**src/rtl/tpw_defines.svh**
```systemverilog
// Offsets, field positions, reset values and fixed TOP values
`ifndef TPW_DEFINES_SVH
`define TPW_DEFINES_SVH
`define TPW_OFF_CTRL      6'h00
`define TPW_OFF_CMPA      6'h04
`define TPW_OFF_CMPB      6'h08
`define TPW_OFF_CAPT      6'h0C
`define TPW_OFF_STATUS    6'h10
`define TPW_OFF_COUNT     6'h14
`define TPW_OFF_PRESC     6'h18
`define TPW_CTRL_WGM_LSB  0
`define TPW_CTRL_COMA_LSB 4
`define TPW_CTRL_COMB_LSB 6
`define TPW_CTRL_DDRA_BIT 8
`define TPW_CTRL_DDRB_BIT 9
`define TPW_CTRL_PRTA_BIT 10
`define TPW_CTRL_PRTB_BIT 11
`define TPW_ST_OVF_BIT    0
`define TPW_ST_CMPA_BIT   1
`define TPW_ST_CMPB_BIT   2
`define TPW_ST_CAPT_BIT   3
`define TPW_TOP_8BIT      16'h00FF
`define TPW_TOP_9BIT      16'h01FF
`define TPW_TOP_10BIT     16'h03FF
`define TPW_ZERO16        16'h0000
`define TPW_ONES16        16'hFFFF
`define TPW_ONE16         16'h0001
`define TPW_PRESC_RST     16'h0000
`define TPW_RESP_OKAY     2'h0
`define TPW_RESP_SLVERR   2'h2
`endif

```
**src/rtl/tpw_pkg.sv**
```systemverilog
// Types shared by the timer PWM block
package tpw_pkg;
  typedef enum logic [3:0] {
    TPW_WGM_NORMAL  = 4'h0,
    TPW_WGM_PC8     = 4'h1,
    TPW_WGM_PC9     = 4'h2,
    TPW_WGM_PC10    = 4'h3,
    TPW_WGM_CTC_A   = 4'h4,
    TPW_WGM_FAST8   = 4'h5,
    TPW_WGM_FAST9   = 4'h6,
    TPW_WGM_FAST10  = 4'h7,
    TPW_WGM_PFC_CAP = 4'h8,
    TPW_WGM_PFC_A   = 4'h9,
    TPW_WGM_PC_CAP  = 4'hA,
    TPW_WGM_PC_A    = 4'hB,
    TPW_WGM_CTC_CAP = 4'hC,
    TPW_WGM_RSVD    = 4'hD,
    TPW_WGM_FASTCAP = 4'hE,
    TPW_WGM_FAST_A  = 4'hF
  } tpw_wgm_t;
  typedef enum logic [1:0] {
    TPW_COM_OFF    = 2'h0,
    TPW_COM_TOGGLE = 2'h1,
    TPW_COM_NONINV = 2'h2,
    TPW_COM_INV    = 2'h3
  } tpw_com_t;
  typedef enum logic [1:0] {
    TPW_BUS_IDLE = 2'h0,
    TPW_BUS_RESP = 2'h1
  } tpw_bus_state_t;
endpackage

```
**src/rtl/tpw_prescaler.sv**
```systemverilog
// Divider that makes the one-cycle timer clock enable
`timescale 1ns/10ps
module tpw_prescaler #(
  parameter int WIDTH = 16
) (
  input  wire logic             aclk,
  input  wire logic             aresetn,
  input  wire logic [WIDTH-1:0] divide,
  output logic                  tick
);
  logic [WIDTH-1:0] cnt_reg;
  logic [WIDTH-1:0] cnt_next;
  logic             tick_reg;
  logic             tick_next;

  // Count to the divide value, pulse on wrap
  always_comb begin
    tick_next = 1'b0;
    cnt_next  = cnt_reg + {{(WIDTH-1){1'b0}}, 1'b1};
    if (cnt_reg >= divide) begin
      cnt_next  = '0;
      tick_next = 1'b1;
    end
  end

  always_ff @(posedge aclk) begin
    if (!aresetn) begin
      cnt_reg  <= '0;
      tick_reg <= 1'b0;
    end else begin
      cnt_reg  <= cnt_next;
      tick_reg <= tick_next;
    end
  end

  assign tick = tick_reg;
endmodule

```
**src/rtl/tpw_compare_unit.sv**
```systemverilog
// One compare channel: match detect and output-compare state
`timescale 1ns/10ps
module tpw_compare_unit #(
  parameter int WIDTH = 16
) (
  input  wire logic             aclk,
  input  wire logic             aresetn,
  input  wire logic             tick,
  input  wire logic [WIDTH-1:0] count,
  input  wire logic [WIDTH-1:0] compare,
  input  wire logic [1:0]       mode,
  input  wire logic             fast,
  input  wire logic             dual,
  input  wire logic             at_top,
  input  wire logic             down,
  input  wire logic             toggle_ok,
  output logic                  match,
  output logic                  state
);
  import tpw_pkg::*;
  logic state_reg;
  logic state_next;

  // Plain equality; a compare above TOP matches only when the counter runs past a missed TOP
  assign match = tick && (count == compare);

  // Output-compare state update per mode
  always_comb begin
    state_next = state_reg;
    if (tick) begin
      if (mode == TPW_COM_OFF) begin
        state_next = state_reg;
      end else if (mode == TPW_COM_TOGGLE) begin
        if (match && toggle_ok)
          state_next = ~state_reg;
      end else if (fast) begin
        // clear on match, set at wrap
        // match at TOP wins, constant level
        if (match)
          state_next = (mode == TPW_COM_INV);
        else if (at_top)
          state_next = (mode != TPW_COM_INV);
      end else if (dual) begin
        if (match)
          state_next = down ^ (mode == TPW_COM_INV);
      end
    end
  end

  always_ff @(posedge aclk) begin
    if (!aresetn)
      state_reg <= 1'b0;
    else
      state_reg <= state_next;
  end

  assign state = state_reg;
endmodule

```
**src/rtl/tpw_timer.sv**
```systemverilog
// Timer top: counter, TOP select, flags, pins and AXI4-Lite registers
//
// Summary of operation
// - Fast PWM counts up to selected TOP
// - At TOP counter clears next tick
// - Overflow flag set at TOP in fast, at BOTTOM in dual slope, at 0xFFFF otherwise
// - TOP register flag set when counter hits TOP
// - Each channel flags its own match
// - Fixed TOP masks high compare bits
// - Capture TOP unbuffered, may wrap past
// - Compare A buffered, loaded at TOP in PWM modes
// - Mode two non-inverted, three inverted
// - Fast: clear on match, set at wrap
// - Pin drives only when direction output
// - Fast: zero gives spike, TOP gives constant
// - Toggle mode only on channel A, with compare-A TOP
// - Phase-correct modes count up then down
// - Dual slope: up clears, down sets
// - Output mode zero leaves state alone
// - Nonzero mode overrides port value
`timescale 1ns/10ps
`include "tpw_defines.svh"
module tpw_timer #(
  parameter int WIDTH = 16
) (
  input  wire logic        aclk,
  input  wire logic        aresetn,
  input  wire logic [5:0]  s_axi_awaddr,
  input  wire logic        s_axi_awvalid,
  output logic             s_axi_awready,
  input  wire logic [31:0] s_axi_wdata,
  input  wire logic [3:0]  s_axi_wstrb,
  input  wire logic        s_axi_wvalid,
  output logic             s_axi_wready,
  output logic [1:0]       s_axi_bresp,
  output logic             s_axi_bvalid,
  input  wire logic        s_axi_bready,
  input  wire logic [5:0]  s_axi_araddr,
  input  wire logic        s_axi_arvalid,
  output logic             s_axi_arready,
  output logic [31:0]      s_axi_rdata,
  output logic [1:0]       s_axi_rresp,
  output logic             s_axi_rvalid,
  input  wire logic        s_axi_rready,
  output logic             compare_output_a,
  output logic             compare_output_a_oe,
  output logic             compare_output_b,
  output logic             compare_output_b_oe
);
  import tpw_pkg::*;

  logic [11:0]      ctrl_reg, ctrl_next;
  logic [WIDTH-1:0] cmpa_buf_reg, cmpa_buf_next;
  logic [WIDTH-1:0] cmpa_reg, cmpa_next;
  logic [WIDTH-1:0] cmpb_reg, cmpb_next;
  logic [WIDTH-1:0] capt_reg, capt_next;
  logic [WIDTH-1:0] presc_reg, presc_next;
  logic [WIDTH-1:0] count_reg, count_next;
  logic             down_reg, down_next;
  logic [3:0]       flags_reg, flags_next;
  logic             aw_got_reg, aw_got_next;
  logic             w_got_reg, w_got_next;
  logic [5:0]       awaddr_reg, awaddr_next;
  logic [31:0]      wdata_reg, wdata_next;
  logic             bvalid_reg, bvalid_next;
  logic [1:0]       bresp_reg, bresp_next;
  logic             rvalid_reg, rvalid_next;
  logic [31:0]      rdata_reg, rdata_next;
  logic [1:0]       rresp_reg, rresp_next;
  logic [3:0]       pins_reg, pins_next;

  tpw_wgm_t         wgm;
  logic [WIDTH-1:0] top;
  logic             fast, dual, at_top, at_bottom, tick;
  logic             match_a, match_b, state_a, state_b;
  logic [WIDTH-1:0] res_mask;
  logic             wr_fire, rd_fire;

  assign wgm = tpw_wgm_t'(ctrl_reg[`TPW_CTRL_WGM_LSB +: 4]);

  tpw_prescaler #(.WIDTH(WIDTH)) u_presc (
    .aclk    (aclk),
    .aresetn (aresetn),
    .divide  (presc_reg),
    .tick    (tick)
  );

  // TOP and resolution mask from the generation mode
  always_comb begin
    fast     = 1'b0;
    dual     = 1'b0;
    top      = `TPW_ONES16;
    res_mask = `TPW_ONES16;
    case (wgm)
      TPW_WGM_FAST8:   begin fast = 1'b1; top = `TPW_TOP_8BIT;  end
      TPW_WGM_FAST9:   begin fast = 1'b1; top = `TPW_TOP_9BIT;  end
      TPW_WGM_FAST10:  begin fast = 1'b1; top = `TPW_TOP_10BIT; end
      TPW_WGM_FASTCAP: begin fast = 1'b1; top = capt_reg;       end
      TPW_WGM_FAST_A:  begin fast = 1'b1; top = cmpa_reg;       end
      TPW_WGM_PC8:     begin dual = 1'b1; top = `TPW_TOP_8BIT;  end
      TPW_WGM_PC9:     begin dual = 1'b1; top = `TPW_TOP_9BIT;  end
      TPW_WGM_PC10:    begin dual = 1'b1; top = `TPW_TOP_10BIT; end
      TPW_WGM_PC_CAP:  begin dual = 1'b1; top = capt_reg;       end
      TPW_WGM_PC_A:    begin dual = 1'b1; top = cmpa_reg;       end
      default:         begin top = `TPW_ONES16; end
    endcase
    if (wgm == TPW_WGM_FAST8 || wgm == TPW_WGM_PC8)
      res_mask = `TPW_TOP_8BIT;
    else if (wgm == TPW_WGM_FAST9 || wgm == TPW_WGM_PC9)
      res_mask = `TPW_TOP_9BIT;
    else if (wgm == TPW_WGM_FAST10 || wgm == TPW_WGM_PC10)
      res_mask = `TPW_TOP_10BIT;
  end

  assign at_top    = (fast || dual) && (count_reg == top);
  assign at_bottom = (count_reg == `TPW_ZERO16);

  // Counter and direction
  always_comb begin
    count_next = count_reg;
    down_next  = down_reg;
    if (tick) begin
      if (fast) begin
        // missed TOP runs on to wrap
        if (at_top)
          count_next = `TPW_ZERO16;
        else
          count_next = count_reg + `TPW_ONE16;
        down_next = 1'b0;
      end else if (dual) begin
        // up to TOP, down to BOTTOM
        if (at_top)
          down_next = 1'b1;
        else if (at_bottom)
          down_next = 1'b0;
        if ((at_top || down_reg) && !at_bottom)
          count_next = count_reg - `TPW_ONE16;
        else
          count_next = count_reg + `TPW_ONE16;
      end else begin
        count_next = count_reg + `TPW_ONE16;
        down_next  = 1'b0;
      end
    end
  end

  tpw_compare_unit #(.WIDTH(WIDTH)) u_cmp_a (
    .aclk      (aclk),
    .aresetn   (aresetn),
    .tick      (tick),
    .count     (count_reg),
    .compare   (cmpa_reg),
    .mode      (ctrl_reg[`TPW_CTRL_COMA_LSB +: 2]),
    .fast      (fast),
    .dual      (dual),
    .at_top    (at_top),
    .down      (down_reg),
    .toggle_ok (wgm == TPW_WGM_FAST_A || wgm == TPW_WGM_PC_A),
    .match     (match_a),
    .state     (state_a)
  );

  tpw_compare_unit #(.WIDTH(WIDTH)) u_cmp_b (
    .aclk      (aclk),
    .aresetn   (aresetn),
    .tick      (tick),
    .count     (count_reg),
    .compare   (cmpb_reg),
    .mode      (ctrl_reg[`TPW_CTRL_COMB_LSB +: 2]),
    .fast      (fast),
    .dual      (dual),
    .at_top    (at_top),
    .down      (down_reg),
    .toggle_ok (1'b0),
    .match     (match_b),
    .state     (state_b)
  );

  assign wr_fire = aw_got_reg && w_got_reg && !bvalid_reg;
  assign rd_fire = s_axi_arvalid && !rvalid_reg;

  // Registers, flags, compare buffer and AXI write/read channels
  always_comb begin
    ctrl_next     = ctrl_reg;
    cmpa_buf_next = cmpa_buf_reg;
    cmpa_next     = cmpa_reg;
    cmpb_next     = cmpb_reg;
    capt_next     = capt_reg;
    presc_next    = presc_reg;
    flags_next    = flags_reg;
    aw_got_next   = aw_got_reg;
    w_got_next    = w_got_reg;
    awaddr_next   = awaddr_reg;
    wdata_next    = wdata_reg;
    bvalid_next   = bvalid_reg;
    bresp_next    = bresp_reg;
    rvalid_next   = rvalid_reg;
    rdata_next    = rdata_reg;
    rresp_next    = rresp_reg;
    if (s_axi_awvalid && !aw_got_reg) begin
      aw_got_next = 1'b1;
      awaddr_next = s_axi_awaddr;
    end
    if (s_axi_wvalid && !w_got_reg) begin
      w_got_next = 1'b1;
      wdata_next = s_axi_wdata;
    end
    if (wr_fire) begin
      aw_got_next = 1'b0;
      w_got_next  = 1'b0;
      bvalid_next = 1'b1;
      bresp_next  = `TPW_RESP_OKAY;
      if (awaddr_reg == `TPW_OFF_CTRL)
        ctrl_next = wdata_reg[11:0];
      else if (awaddr_reg == `TPW_OFF_CMPA)
        cmpa_buf_next = wdata_reg[WIDTH-1:0] & res_mask;
      else if (awaddr_reg == `TPW_OFF_CMPB)
        cmpb_next = wdata_reg[WIDTH-1:0] & res_mask;
      else if (awaddr_reg == `TPW_OFF_CAPT)
        capt_next = wdata_reg[WIDTH-1:0];
      else if (awaddr_reg == `TPW_OFF_STATUS)
        flags_next = flags_reg & ~wdata_reg[3:0];
      else if (awaddr_reg == `TPW_OFF_PRESC)
        presc_next = wdata_reg[WIDTH-1:0];
      else
        bresp_next = `TPW_RESP_SLVERR;
    end
    if (bvalid_reg && s_axi_bready)
      bvalid_next = 1'b0;
    if (!(fast || dual) || (tick && at_top))
      cmpa_next = cmpa_buf_reg;
    if (tick) begin
      // overflow at TOP in fast mode
      if ((fast && at_top) || (dual && at_bottom) ||
          (!fast && !dual && count_reg == `TPW_ONES16))
        flags_next[`TPW_ST_OVF_BIT] = 1'b1;
      if (match_a)
        flags_next[`TPW_ST_CMPA_BIT] = 1'b1;
      if (match_b)
        flags_next[`TPW_ST_CMPB_BIT] = 1'b1;
      if (at_top && (wgm == TPW_WGM_FAST_A || wgm == TPW_WGM_PC_A))
        flags_next[`TPW_ST_CMPA_BIT] = 1'b1;
      if (at_top && (wgm == TPW_WGM_FASTCAP || wgm == TPW_WGM_PC_CAP))
        flags_next[`TPW_ST_CAPT_BIT] = 1'b1;
    end
    if (rd_fire) begin
      rvalid_next = 1'b1;
      rresp_next  = `TPW_RESP_OKAY;
      rdata_next  = 32'h0000_0000;
      if (s_axi_araddr == `TPW_OFF_CTRL)
        rdata_next[11:0] = ctrl_reg;
      else if (s_axi_araddr == `TPW_OFF_CMPA)
        rdata_next[WIDTH-1:0] = cmpa_buf_reg;
      else if (s_axi_araddr == `TPW_OFF_CMPB)
        rdata_next[WIDTH-1:0] = cmpb_reg;
      else if (s_axi_araddr == `TPW_OFF_CAPT)
        rdata_next[WIDTH-1:0] = capt_reg;
      else if (s_axi_araddr == `TPW_OFF_STATUS)
        rdata_next[3:0] = flags_reg;
      else if (s_axi_araddr == `TPW_OFF_COUNT)
        rdata_next[WIDTH-1:0] = count_reg;
      else if (s_axi_araddr == `TPW_OFF_PRESC)
        rdata_next[WIDTH-1:0] = presc_reg;
      else
        rresp_next = `TPW_RESP_SLVERR;
    end
    if (rvalid_reg && s_axi_rready)
      rvalid_next = 1'b0;
  end

  // Pin values and enables
  always_comb begin
    pins_next = 4'h0;
    if (ctrl_reg[`TPW_CTRL_COMA_LSB +: 2] != TPW_COM_OFF)
      pins_next[0] = state_a;
    else
      pins_next[0] = ctrl_reg[`TPW_CTRL_PRTA_BIT];
    if (ctrl_reg[`TPW_CTRL_COMB_LSB +: 2] != TPW_COM_OFF)
      pins_next[2] = state_b;
    else
      pins_next[2] = ctrl_reg[`TPW_CTRL_PRTB_BIT];
    pins_next[1] = ctrl_reg[`TPW_CTRL_DDRA_BIT];
    pins_next[3] = ctrl_reg[`TPW_CTRL_DDRB_BIT];
  end

  always_ff @(posedge aclk) begin
    if (!aresetn) begin
      ctrl_reg     <= 12'h000;
      cmpa_buf_reg <= `TPW_ZERO16;
      cmpa_reg     <= `TPW_ZERO16;
      cmpb_reg     <= `TPW_ZERO16;
      capt_reg     <= `TPW_ZERO16;
      presc_reg    <= `TPW_PRESC_RST;
      count_reg    <= `TPW_ZERO16;
      down_reg     <= 1'b0;
      flags_reg    <= 4'h0;
      aw_got_reg   <= 1'b0;
      w_got_reg    <= 1'b0;
      awaddr_reg   <= 6'h00;
      wdata_reg    <= 32'h0000_0000;
      bvalid_reg   <= 1'b0;
      bresp_reg    <= `TPW_RESP_OKAY;
      rvalid_reg   <= 1'b0;
      rdata_reg    <= 32'h0000_0000;
      rresp_reg    <= `TPW_RESP_OKAY;
      pins_reg     <= 4'h0;
    end else begin
      ctrl_reg     <= ctrl_next;
      cmpa_buf_reg <= cmpa_buf_next;
      cmpa_reg     <= cmpa_next;
      cmpb_reg     <= cmpb_next;
      capt_reg     <= capt_next;
      presc_reg    <= presc_next;
      count_reg    <= count_next;
      down_reg     <= down_next;
      flags_reg    <= flags_next;
      aw_got_reg   <= aw_got_next;
      w_got_reg    <= w_got_next;
      awaddr_reg   <= awaddr_next;
      wdata_reg    <= wdata_next;
      bvalid_reg   <= bvalid_next;
      bresp_reg    <= bresp_next;
      rvalid_reg   <= rvalid_next;
      rdata_reg    <= rdata_next;
      rresp_reg    <= rresp_next;
      pins_reg     <= pins_next;
    end
  end

  assign s_axi_awready       = !aw_got_reg;
  assign s_axi_wready        = !w_got_reg;
  assign s_axi_bvalid        = bvalid_reg;
  assign s_axi_bresp         = bresp_reg;
  assign s_axi_arready       = !rvalid_reg;
  assign s_axi_rvalid        = rvalid_reg;
  assign s_axi_rdata         = rdata_reg;
  assign s_axi_rresp         = rresp_reg;
  assign compare_output_a    = pins_reg[0];
  assign compare_output_a_oe = pins_reg[1];
  assign compare_output_b    = pins_reg[2];
  assign compare_output_b_oe = pins_reg[3];
endmodule

```
**config.mk**
```make
export PLATFORM = sky130hd
export DESIGN_NAME = tpw_timer
export DESIGN_NICKNAME = d
export VERILOG_FILES = /design/src/rtl/tpw_pkg.sv /design/src/rtl/tpw_prescaler.sv /design/src/rtl/tpw_compare_unit.sv /design/src/rtl/tpw_timer.sv
export VERILOG_INCLUDE_DIRS = /design/src /design/src/rtl
export SDC_FILE = /design/constraint.sdc
export NUM_CORES = 1
export LEC_CHECK = 0
export ABC_AREA = 1
export BUFFER_PORTS_ARGS = -buffer_cell sky130_fd_sc_hd__buf_2
export CAP_MARGIN = 20
export CORE_MARGIN = 5
export CORE_UTILIZATION = 40
export CTS_CLUSTER_SIZE = 16
export DETAILED_ROUTE_END_ITERATION = 10
export PLACE_DENSITY = 0.67
export SLEW_MARGIN = 10
export SYNTH_ARGS = -nofsm -noshare
export SYNTH_HDL_FRONTEND = slang
export SYNTH_SLANG_ARGS = --single-unit
```
**constraint.sdc**
```tcl
create_clock -name aclk -period 5.05 [get_ports aclk]
set_input_delay 0.7575 -clock aclk [delete_from_list [all_inputs] [get_ports aclk]]
set_output_delay 0.7575 -clock aclk [all_outputs]
set_load 0.1 [all_outputs]
```
# Yosys cells after proc, flatten, opt, wreduce, memory -nomap -nowiden
# Index checks and enable logic that the tools add are counted.
# word_totals
regBits	182
in_bits	55
out_inout_bits	45
wordCells	207
# op_classes
n_addsub	3
n_lt_le_gt_ge	1
n_eq_ne	33
muxes	63
bitwise	15
reduce_logical	69
# ops
op	n
$mux W16	12
$pmux W16 S5	1
$eq A16 B16 Y1	3
$mux W4	9
$add A16 B1 Y16 const B	2
$eq A6 B5 Y1 const B	5
$mux W1	26
$mux W2	13
$eq A6 B4 Y1 const B	4
$mux W12	2
$logic_and A1 B1 Y1	19
$reduce_or A2 Y1	9
$and A16 B16 Y16	1
$eq A16 B16 Y1 const B	1
$eq A4 B4 Y1 const B	4
$ge A16 B16 Y1	1
$logic_not A16 Y1	1
$sub A16 B1 Y16 const B	1
$eq A4 B3 Y1 const B	3
$eq A6 B3 Y1 const B	2
$logic_not A6 Y1	2
$reduce_and A6 Y1	2
$logic_or A1 B1 Y1	10
$not A1 Y1	10
19 further kinds	41

# Logic depth before layout (Yosys ltp)
# logic_depth
ltp_word	11
mapped_depth	19
depth_no_buf	17

# Cells and area by module
# A second synthesis with hierarchy kept.
# hier_totals
cells_unflattened	1646
hier_area_um2	10722.8
# by_module_without_submodules
module	n_inst	cells_each	area_each_um2	seq_area_each_um2
tpw_timer	1	1163	8127.8	3223.1
tpw_compare_unit	2	157	694.4	20.0
tpw_prescaler	1	169	1206.2	340.3

# Worst setup path before layout
# No wires, ideal clock.
# synth_timing
path_type	register to register
startpoint	register w_got_reg
endpoint	register presc_reg[12]
setup_time_ps	128
arrival_ps	2276
required_time_ps	4922
slack_ps	2645
stages_incl_launch_ff	11
path_buffers	1
synth_period_minus_slack_ps	2405
cell_sequence	dfxtp_1 -> inv_1 -> nor3_1 -> inv_1 -> nor3_1 -> nand2_1 -> nor2_2 -> inv_1 -> clkbuf_1 -> o21ai_0 -> a21oi_1
# synth_between
elab_chain_len	3
# synth_rtl
item	line	rtl
from (decl)	tpw_timer.sv:62	logic w_got_reg, w_got_next;
from (signal assigned)	tpw_timer.sv:318	w_got_reg <= w_got_next;
$logic_and A1 B1 Y1 (2 in series)	tpw_timer.sv:179	assign wr_fire = aw_got_reg && w_got_reg && !bvalid_reg;
$reduce_and A7 Y1 (no line)	-	
to (signal assigned)	tpw_timer.sv:293	presc_reg <= `TPW_PRESC_RST;
to (signal assigned)	tpw_timer.sv:313	presc_reg <= presc_next;
to (decl)	tpw_timer.sv:57	logic [WIDTH-1:0] presc_reg, presc_next;
# Every way passes these cells.
# A chain may end at the register's enable or synchronous reset.

# Final worst setup path
# layout_timing
startpoint	register ctrl_reg[0]
endpoint	register cmpa_reg[7]
# layout_between
elab_chain_len	7
elab_cells_between_ends	26
classes_between	11 x eq/ne; 3 x mux; 12 x reduce/logical
# layout_rtl
item	line	rtl
from (decl)	tpw_timer.sv:52	logic [11:0] ctrl_reg, ctrl_next;
from (signal assigned)	tpw_timer.sv:308	ctrl_reg <= ctrl_next;
$eq A4 B4 Y1 (tied with other cells)	tpw_timer.sv:94	case (wgm)
$reduce_or A2 Y1 (no line) / $reduce_or A5 Y1 (equally long branches)	-	
$pmux W16 S5 / $mux W1 (equally long branches)	tpw_timer.sv:94	
$eq A16 B16 Y1 / $logic_or A1 B1 Y1 (equally long branches)	tpw_timer.sv:115, tpw_timer.sv:230	
$logic_and A1 B1 Y1	tpw_timer.sv:115	assign at_top = (fast || dual) && (count_reg == top);
$logic_and A1 B1 Y1	tpw_timer.sv:230	if (!(fast || dual) || (tick && at_top))
$logic_or A1 B1 Y1 (*)	tpw_timer.sv:230	
to (signal assigned)	tpw_timer.sv:290	cmpa_reg <= `TPW_ZERO16;
to (signal assigned)	tpw_timer.sv:310	cmpa_reg <= cmpa_next;
to (decl)	tpw_timer.sv:54	logic [WIDTH-1:0] cmpa_reg, cmpa_next;
# Mark *: on every way between the ends. The rest lies on a longest branch, timed or not.

==> metrics.md <==
| Metric | Value |
|---|---|
| Gate Count Post-Synth | `1466` |
| Wire length of the first global-routing pass | `49200 µm` |
| Startpoint types | `flop` |
| Fraction of final layout cells with drive strength greater than 1 | `10.2%` |
| Via count | `9874` |
| Total number of H-tree levels | `4` |
| Lkg Pwr | `4.48 nW` |
| Critical path depth in cells | `12` |
| Vias per inst | `5.42` |
| Setup tns final | `0 ps` |
| GR Overflow Total | `0` |
| Number of flops mapped to enable cells by yosys | `0` |
| Post-Route Skew | `12.6 ps` |
| WP buf/inv | `0` |
| Number of antenna violations at the first check in global routing | `0` |
| Largest net degree at the start of global routing | `90` |
| Diode count | `0` |
| Max-capacitance violation count | `0` |
| Number of buffers inserted by hold repair at cts | `0` |
| Timing-limited maximum frequency | `311 MHz` |
| Non-filler instance count after layout | `1821` |
| Minimum setup slack among reg-to-reg paths | `1840 ps` |
| Worst setup EP type | `flop` |
| Fraction of synthesis flops using an asynchronous set or reset pin | `0%` |
| DR WL/cell | `17.1 µm` |
| Post-Syn Area | `10000 µm²` |
| Detailed-route DRC error count | `0` |
| Clock Tree Buf Depth | `2` |
| Crit-path max cell delay | `760 ps` |
| Initial core utilization | `40.9%` |
| Synth Register Bits | `180` |
| Average footprint of a synthesized cell | `6.82 µm²` |
| Worst skew pair latency | `450 ps` |
| Worst hold stages | `2` |
| Number of resized instances in the post-cts repair step | `0` |
| Post-layout net count | `1560` |
| Register-to-Register Path Depth | `12` |
| Synth Warn # | `0` |
| Total core area | `24500 µm²` |
| Synth Area in Simple Gates | `27.6%` |
| Clock tree from TritonCTS | `done` |
| Worst setup path class | `reg -> reg` |
| Hold Crit Class | `reg -> reg` |
| Final min period | `3210 ps` |
| Final Cycle Share | `63.6%` |
| Power density over the cells | `304 nW/µm²` |
| Reg2reg start | `ctrl_reg[0]` |
| Crit Path Max Fanout | `13` |
| Final Worst Setup Slack | `1840 ps` |
| Worst path arrival time | `3590 ps` |
| CP Data Required Time | `5420 ps` |
| Number of top-level design ports | `100` |
| Final routed wirelength across all metal layers | `31200 µm` |
| Combinational family with the most area after synthesis | `simple AND/OR/NAND/NOR gates` |
| Worst slack at placement | `1910 ps` |
| Master of the slowest instance on the critical path | `sky130_fd_sc_hd__dfxtp_1` |
| Final instance area | `11000 µm²` |
| Most used DFF post-synth | `sky130_fd_sc_hd__dfxtp_1` |
| Area growth from synthesis to layout | `9.53%` |
| Total track usage | `21.6%` |
| Total setup buffers inserted after CTS | `0` |
| First-pass iteration count of the detailed router | `5` |
| Synth Area in XOR/XNOR | `4.38%` |
| Status | `finished, final reports clean` |
| Timing startpoint of the critical path | `ctrl_reg[0]` |
| Number of buffer cells added on primary ports | `61` |
| Filler instances | `2565` |
| R2r endpoint | `cmpa_reg[7]` |
| Kind of cell adding the most delay to the critical path | `simple AND/OR/NAND/NOR gates` |
| Die X | `168 µm` |
| List of cells traversed by the critical path | `nand2_1, nor2_2, nand2_1, nand4_1, nand2_1, nor2_1, nand2_1, nor2_1, nand3_2, o21ai_1, o21ai_0, nor2_1` |
| Clock edge transition at the registers on the reported setup and hold paths | `70 ps` |
| Slew @ Worst Pin | `1030 ps` |
| Clk Tree Root Cell | `sky130_fd_sc_hd__clkbuf_16` |
| DP HPWL | `23200 µm` |
| Share of synthesized area occupied by flip-flops and latches | `36.0%` |
| Fraction of the mapped netlist area in compound gates | `18.9%` |
| Number of placement rows | `57` |
| Die area | `28300 µm²` |
| Unrepaired setup endpoints after global routing | `no` |
| Post-synthesis cell type count | `41` |
| Destination of the critical timing path | `cmpa_reg[7]` |
| Endpoints failing setup | `0` |
| TritonCTS Buffers | `17` |
| Chip Height | `168 µm` |
| Hold Fails Final Rpt | `0` |
| Headroom to the max-slew limit | `31.3%` |
| Utilization after layout | `44.8%` |
| RePlAce Congestion | `0.950` |
| Placed Area | `10400 µm²` |
| ANT nets after route | `0` |
| Vias in the first global route | `9130` |
| Peak VDD IR | `0.189 mV` |
| Cell repeated most along the worst path | `sky130_fd_sc_hd__nand2_1` |
| CTS sink count | `180` |
| Violation count after the first detailed-routing iteration | `764` |
| Final count of pins violating max slew | `0` |
| Synth Area in Adders | `2.50%` |
| Share of synthesized area spent on multiplexers | `0%` |
| Placed cells | `1790` |
per-stage QoR:
step                      hold WS (ps)  power, W
after floorplan                    417   0.00194
after global placement             453   0.00204
after detailed placement           457   0.00205
after CTS                          468   0.00334
after global routing               482   0.00345
final                              464   0.00333
logic make-up after synthesis:
group	after synthesis
AOI/OAI and AO/OA	351
xor gates and xnor gates	50
adders and majority gates	20
buffers and inverters	244
DFF	180
other	1
and+or+nand+nor	620
layer usage:
metal / up-vias / GRT usage (%) / share of wire, %
li1: 4875 / - / -
met1: 4580 / 28.8 / 44
met2: 376 / 36.0 / 47
met3: 43 / 3.42 / 6.7
met4: 0 / 6.92 / 2.6
met5: - / 0 / 0
tightest hold or removal path, delay by kind of cell (launching register included):
family           cells  cell delay (ps)
AND/OR/NAND/NOR      1               60
flip-flops           1              310
AO/OA/AOI/OAI        1               50
synthesized netlist by cell type (4+ instances only):
master / n / share of area [%]
sky130_fd_sc_hd__nand2_4: 4 / 0.45
sky130_fd_sc_hd__a211oi_1: 4 / 0.30
sky130_fd_sc_hd__o2111ai_1: 5 / 0.44
sky130_fd_sc_hd__ha_1: 20 / 2.5
sky130_fd_sc_hd__nand2_1: 219 / 8.2
sky130_fd_sc_hd__o21ai_1: 6 / 0.30
sky130_fd_sc_hd__dfxtp_1: 180 / 36
sky130_fd_sc_hd__a21oi_1: 130 / 6.5
sky130_fd_sc_hd__buf_6: 6 / 0.68
sky130_fd_sc_hd__buf_2: 17 / 0.85
sky130_fd_sc_hd__inv_2: 6 / 0.23
sky130_fd_sc_hd__nand3_1: 81 / 4.1
sky130_fd_sc_hd__nand4_1: 51 / 3.2
sky130_fd_sc_hd__nor2_1: 202 / 7.6
sky130_fd_sc_hd__clkbuf_1: 44 / 1.7
sky130_fd_sc_hd__o211ai_1: 9 / 0.68
sky130_fd_sc_hd__nor4_1: 6 / 0.38
sky130_fd_sc_hd__clkinv_1: 9 / 0.34
sky130_fd_sc_hd__buf_4: 20 / 1.5
sky130_fd_sc_hd__a31oi_1: 5 / 0.31
sky130_fd_sc_hd__nor2_2: 7 / 0.44
sky130_fd_sc_hd__xnor2_1: 13 / 1.1
sky130_fd_sc_hd__nor3b_1: 6 / 0.45
sky130_fd_sc_hd__nand3_2: 6 / 0.60
sky130_fd_sc_hd__nor3_1: 23 / 1.2
sky130_fd_sc_hd__o22ai_1: 8 / 0.50
sky130_fd_sc_hd__a21oi_2: 10 / 0.88
sky130_fd_sc_hd__o21ai_0: 165 / 8.3
sky130_fd_sc_hd__xor2_1: 37 / 3.2
sky130_fd_sc_hd__inv_1: 140 / 5.3
sky130_fd_sc_hd__nand2_2: 11 / 0.69
final cells by class:
type                       instances  area, µm²  area share [%]
tap                              324        405            3.70
timing repair buffer              72        390            3.56
inverter                         155        582            5.31
clock inverter                    14        144            1.31
multi-input combinational       1059       5410            49.3
clock buffer                      17        425            3.88
sequential                       180       3600            32.9
layout by cell type (no fill, tap or decap), drive strengths merged:
cell / synthesis / layout
inv: 146 / 151
nor3b: 6 / 6
xor2: 37 / 37
conb: 1 / 18
clkinvlp: 0 / 2
dfxtp: 180 / 180
o22ai: 8 / 8
clkbuf: 44 / 17
buf: 45 / 72
nor3: 25 / 25
or2: 2 / 2
a41oi: 1 / 1
nor4: 6 / 6
o21a: 3 / 3
o2111ai: 5 / 5
clkinv: 9 / 16
a31o: 1 / 1
nand3: 87 / 87
a211oi: 4 / 4
a31oi: 5 / 5
nand4: 51 / 51
o211ai: 9 / 9
a221oi: 3 / 3
nor2: 209 / 209
nand2: 234 / 234
ha: 20 / 20
o21ai: 171 / 171
xnor2: 13 / 13
o41ai: 1 / 1
a21oi: 140 / 140
where the power goes:
part           switching, W  internal (W)
clock network      0.000650      0.000652
registers         0.0000701       0.00146
logic              0.000369      0.000124
total               0.00109       0.00224
worst min path at each step:
| stage | start | endpoint | slack [ps] |
|---|---|---|---|
| after floorplan | ctrl_reg[9] | pins_reg[3] | 420 |
| after global placement | s_axi_rresp[1] | s_axi_rresp[1] | 450 |
| after detailed placement | s_axi_rdata[12] | s_axi_rdata[12] | 460 |
| after CTS | s_axi_rdata[12] | s_axi_rdata[12] | 470 |
| after global routing | s_axi_rresp[1] | s_axi_rresp[1] | 480 |
| final | s_axi_rdata[2] | s_axi_rdata[2] | 460 |
Note: power is estimated with default switching activity, not from simulation.
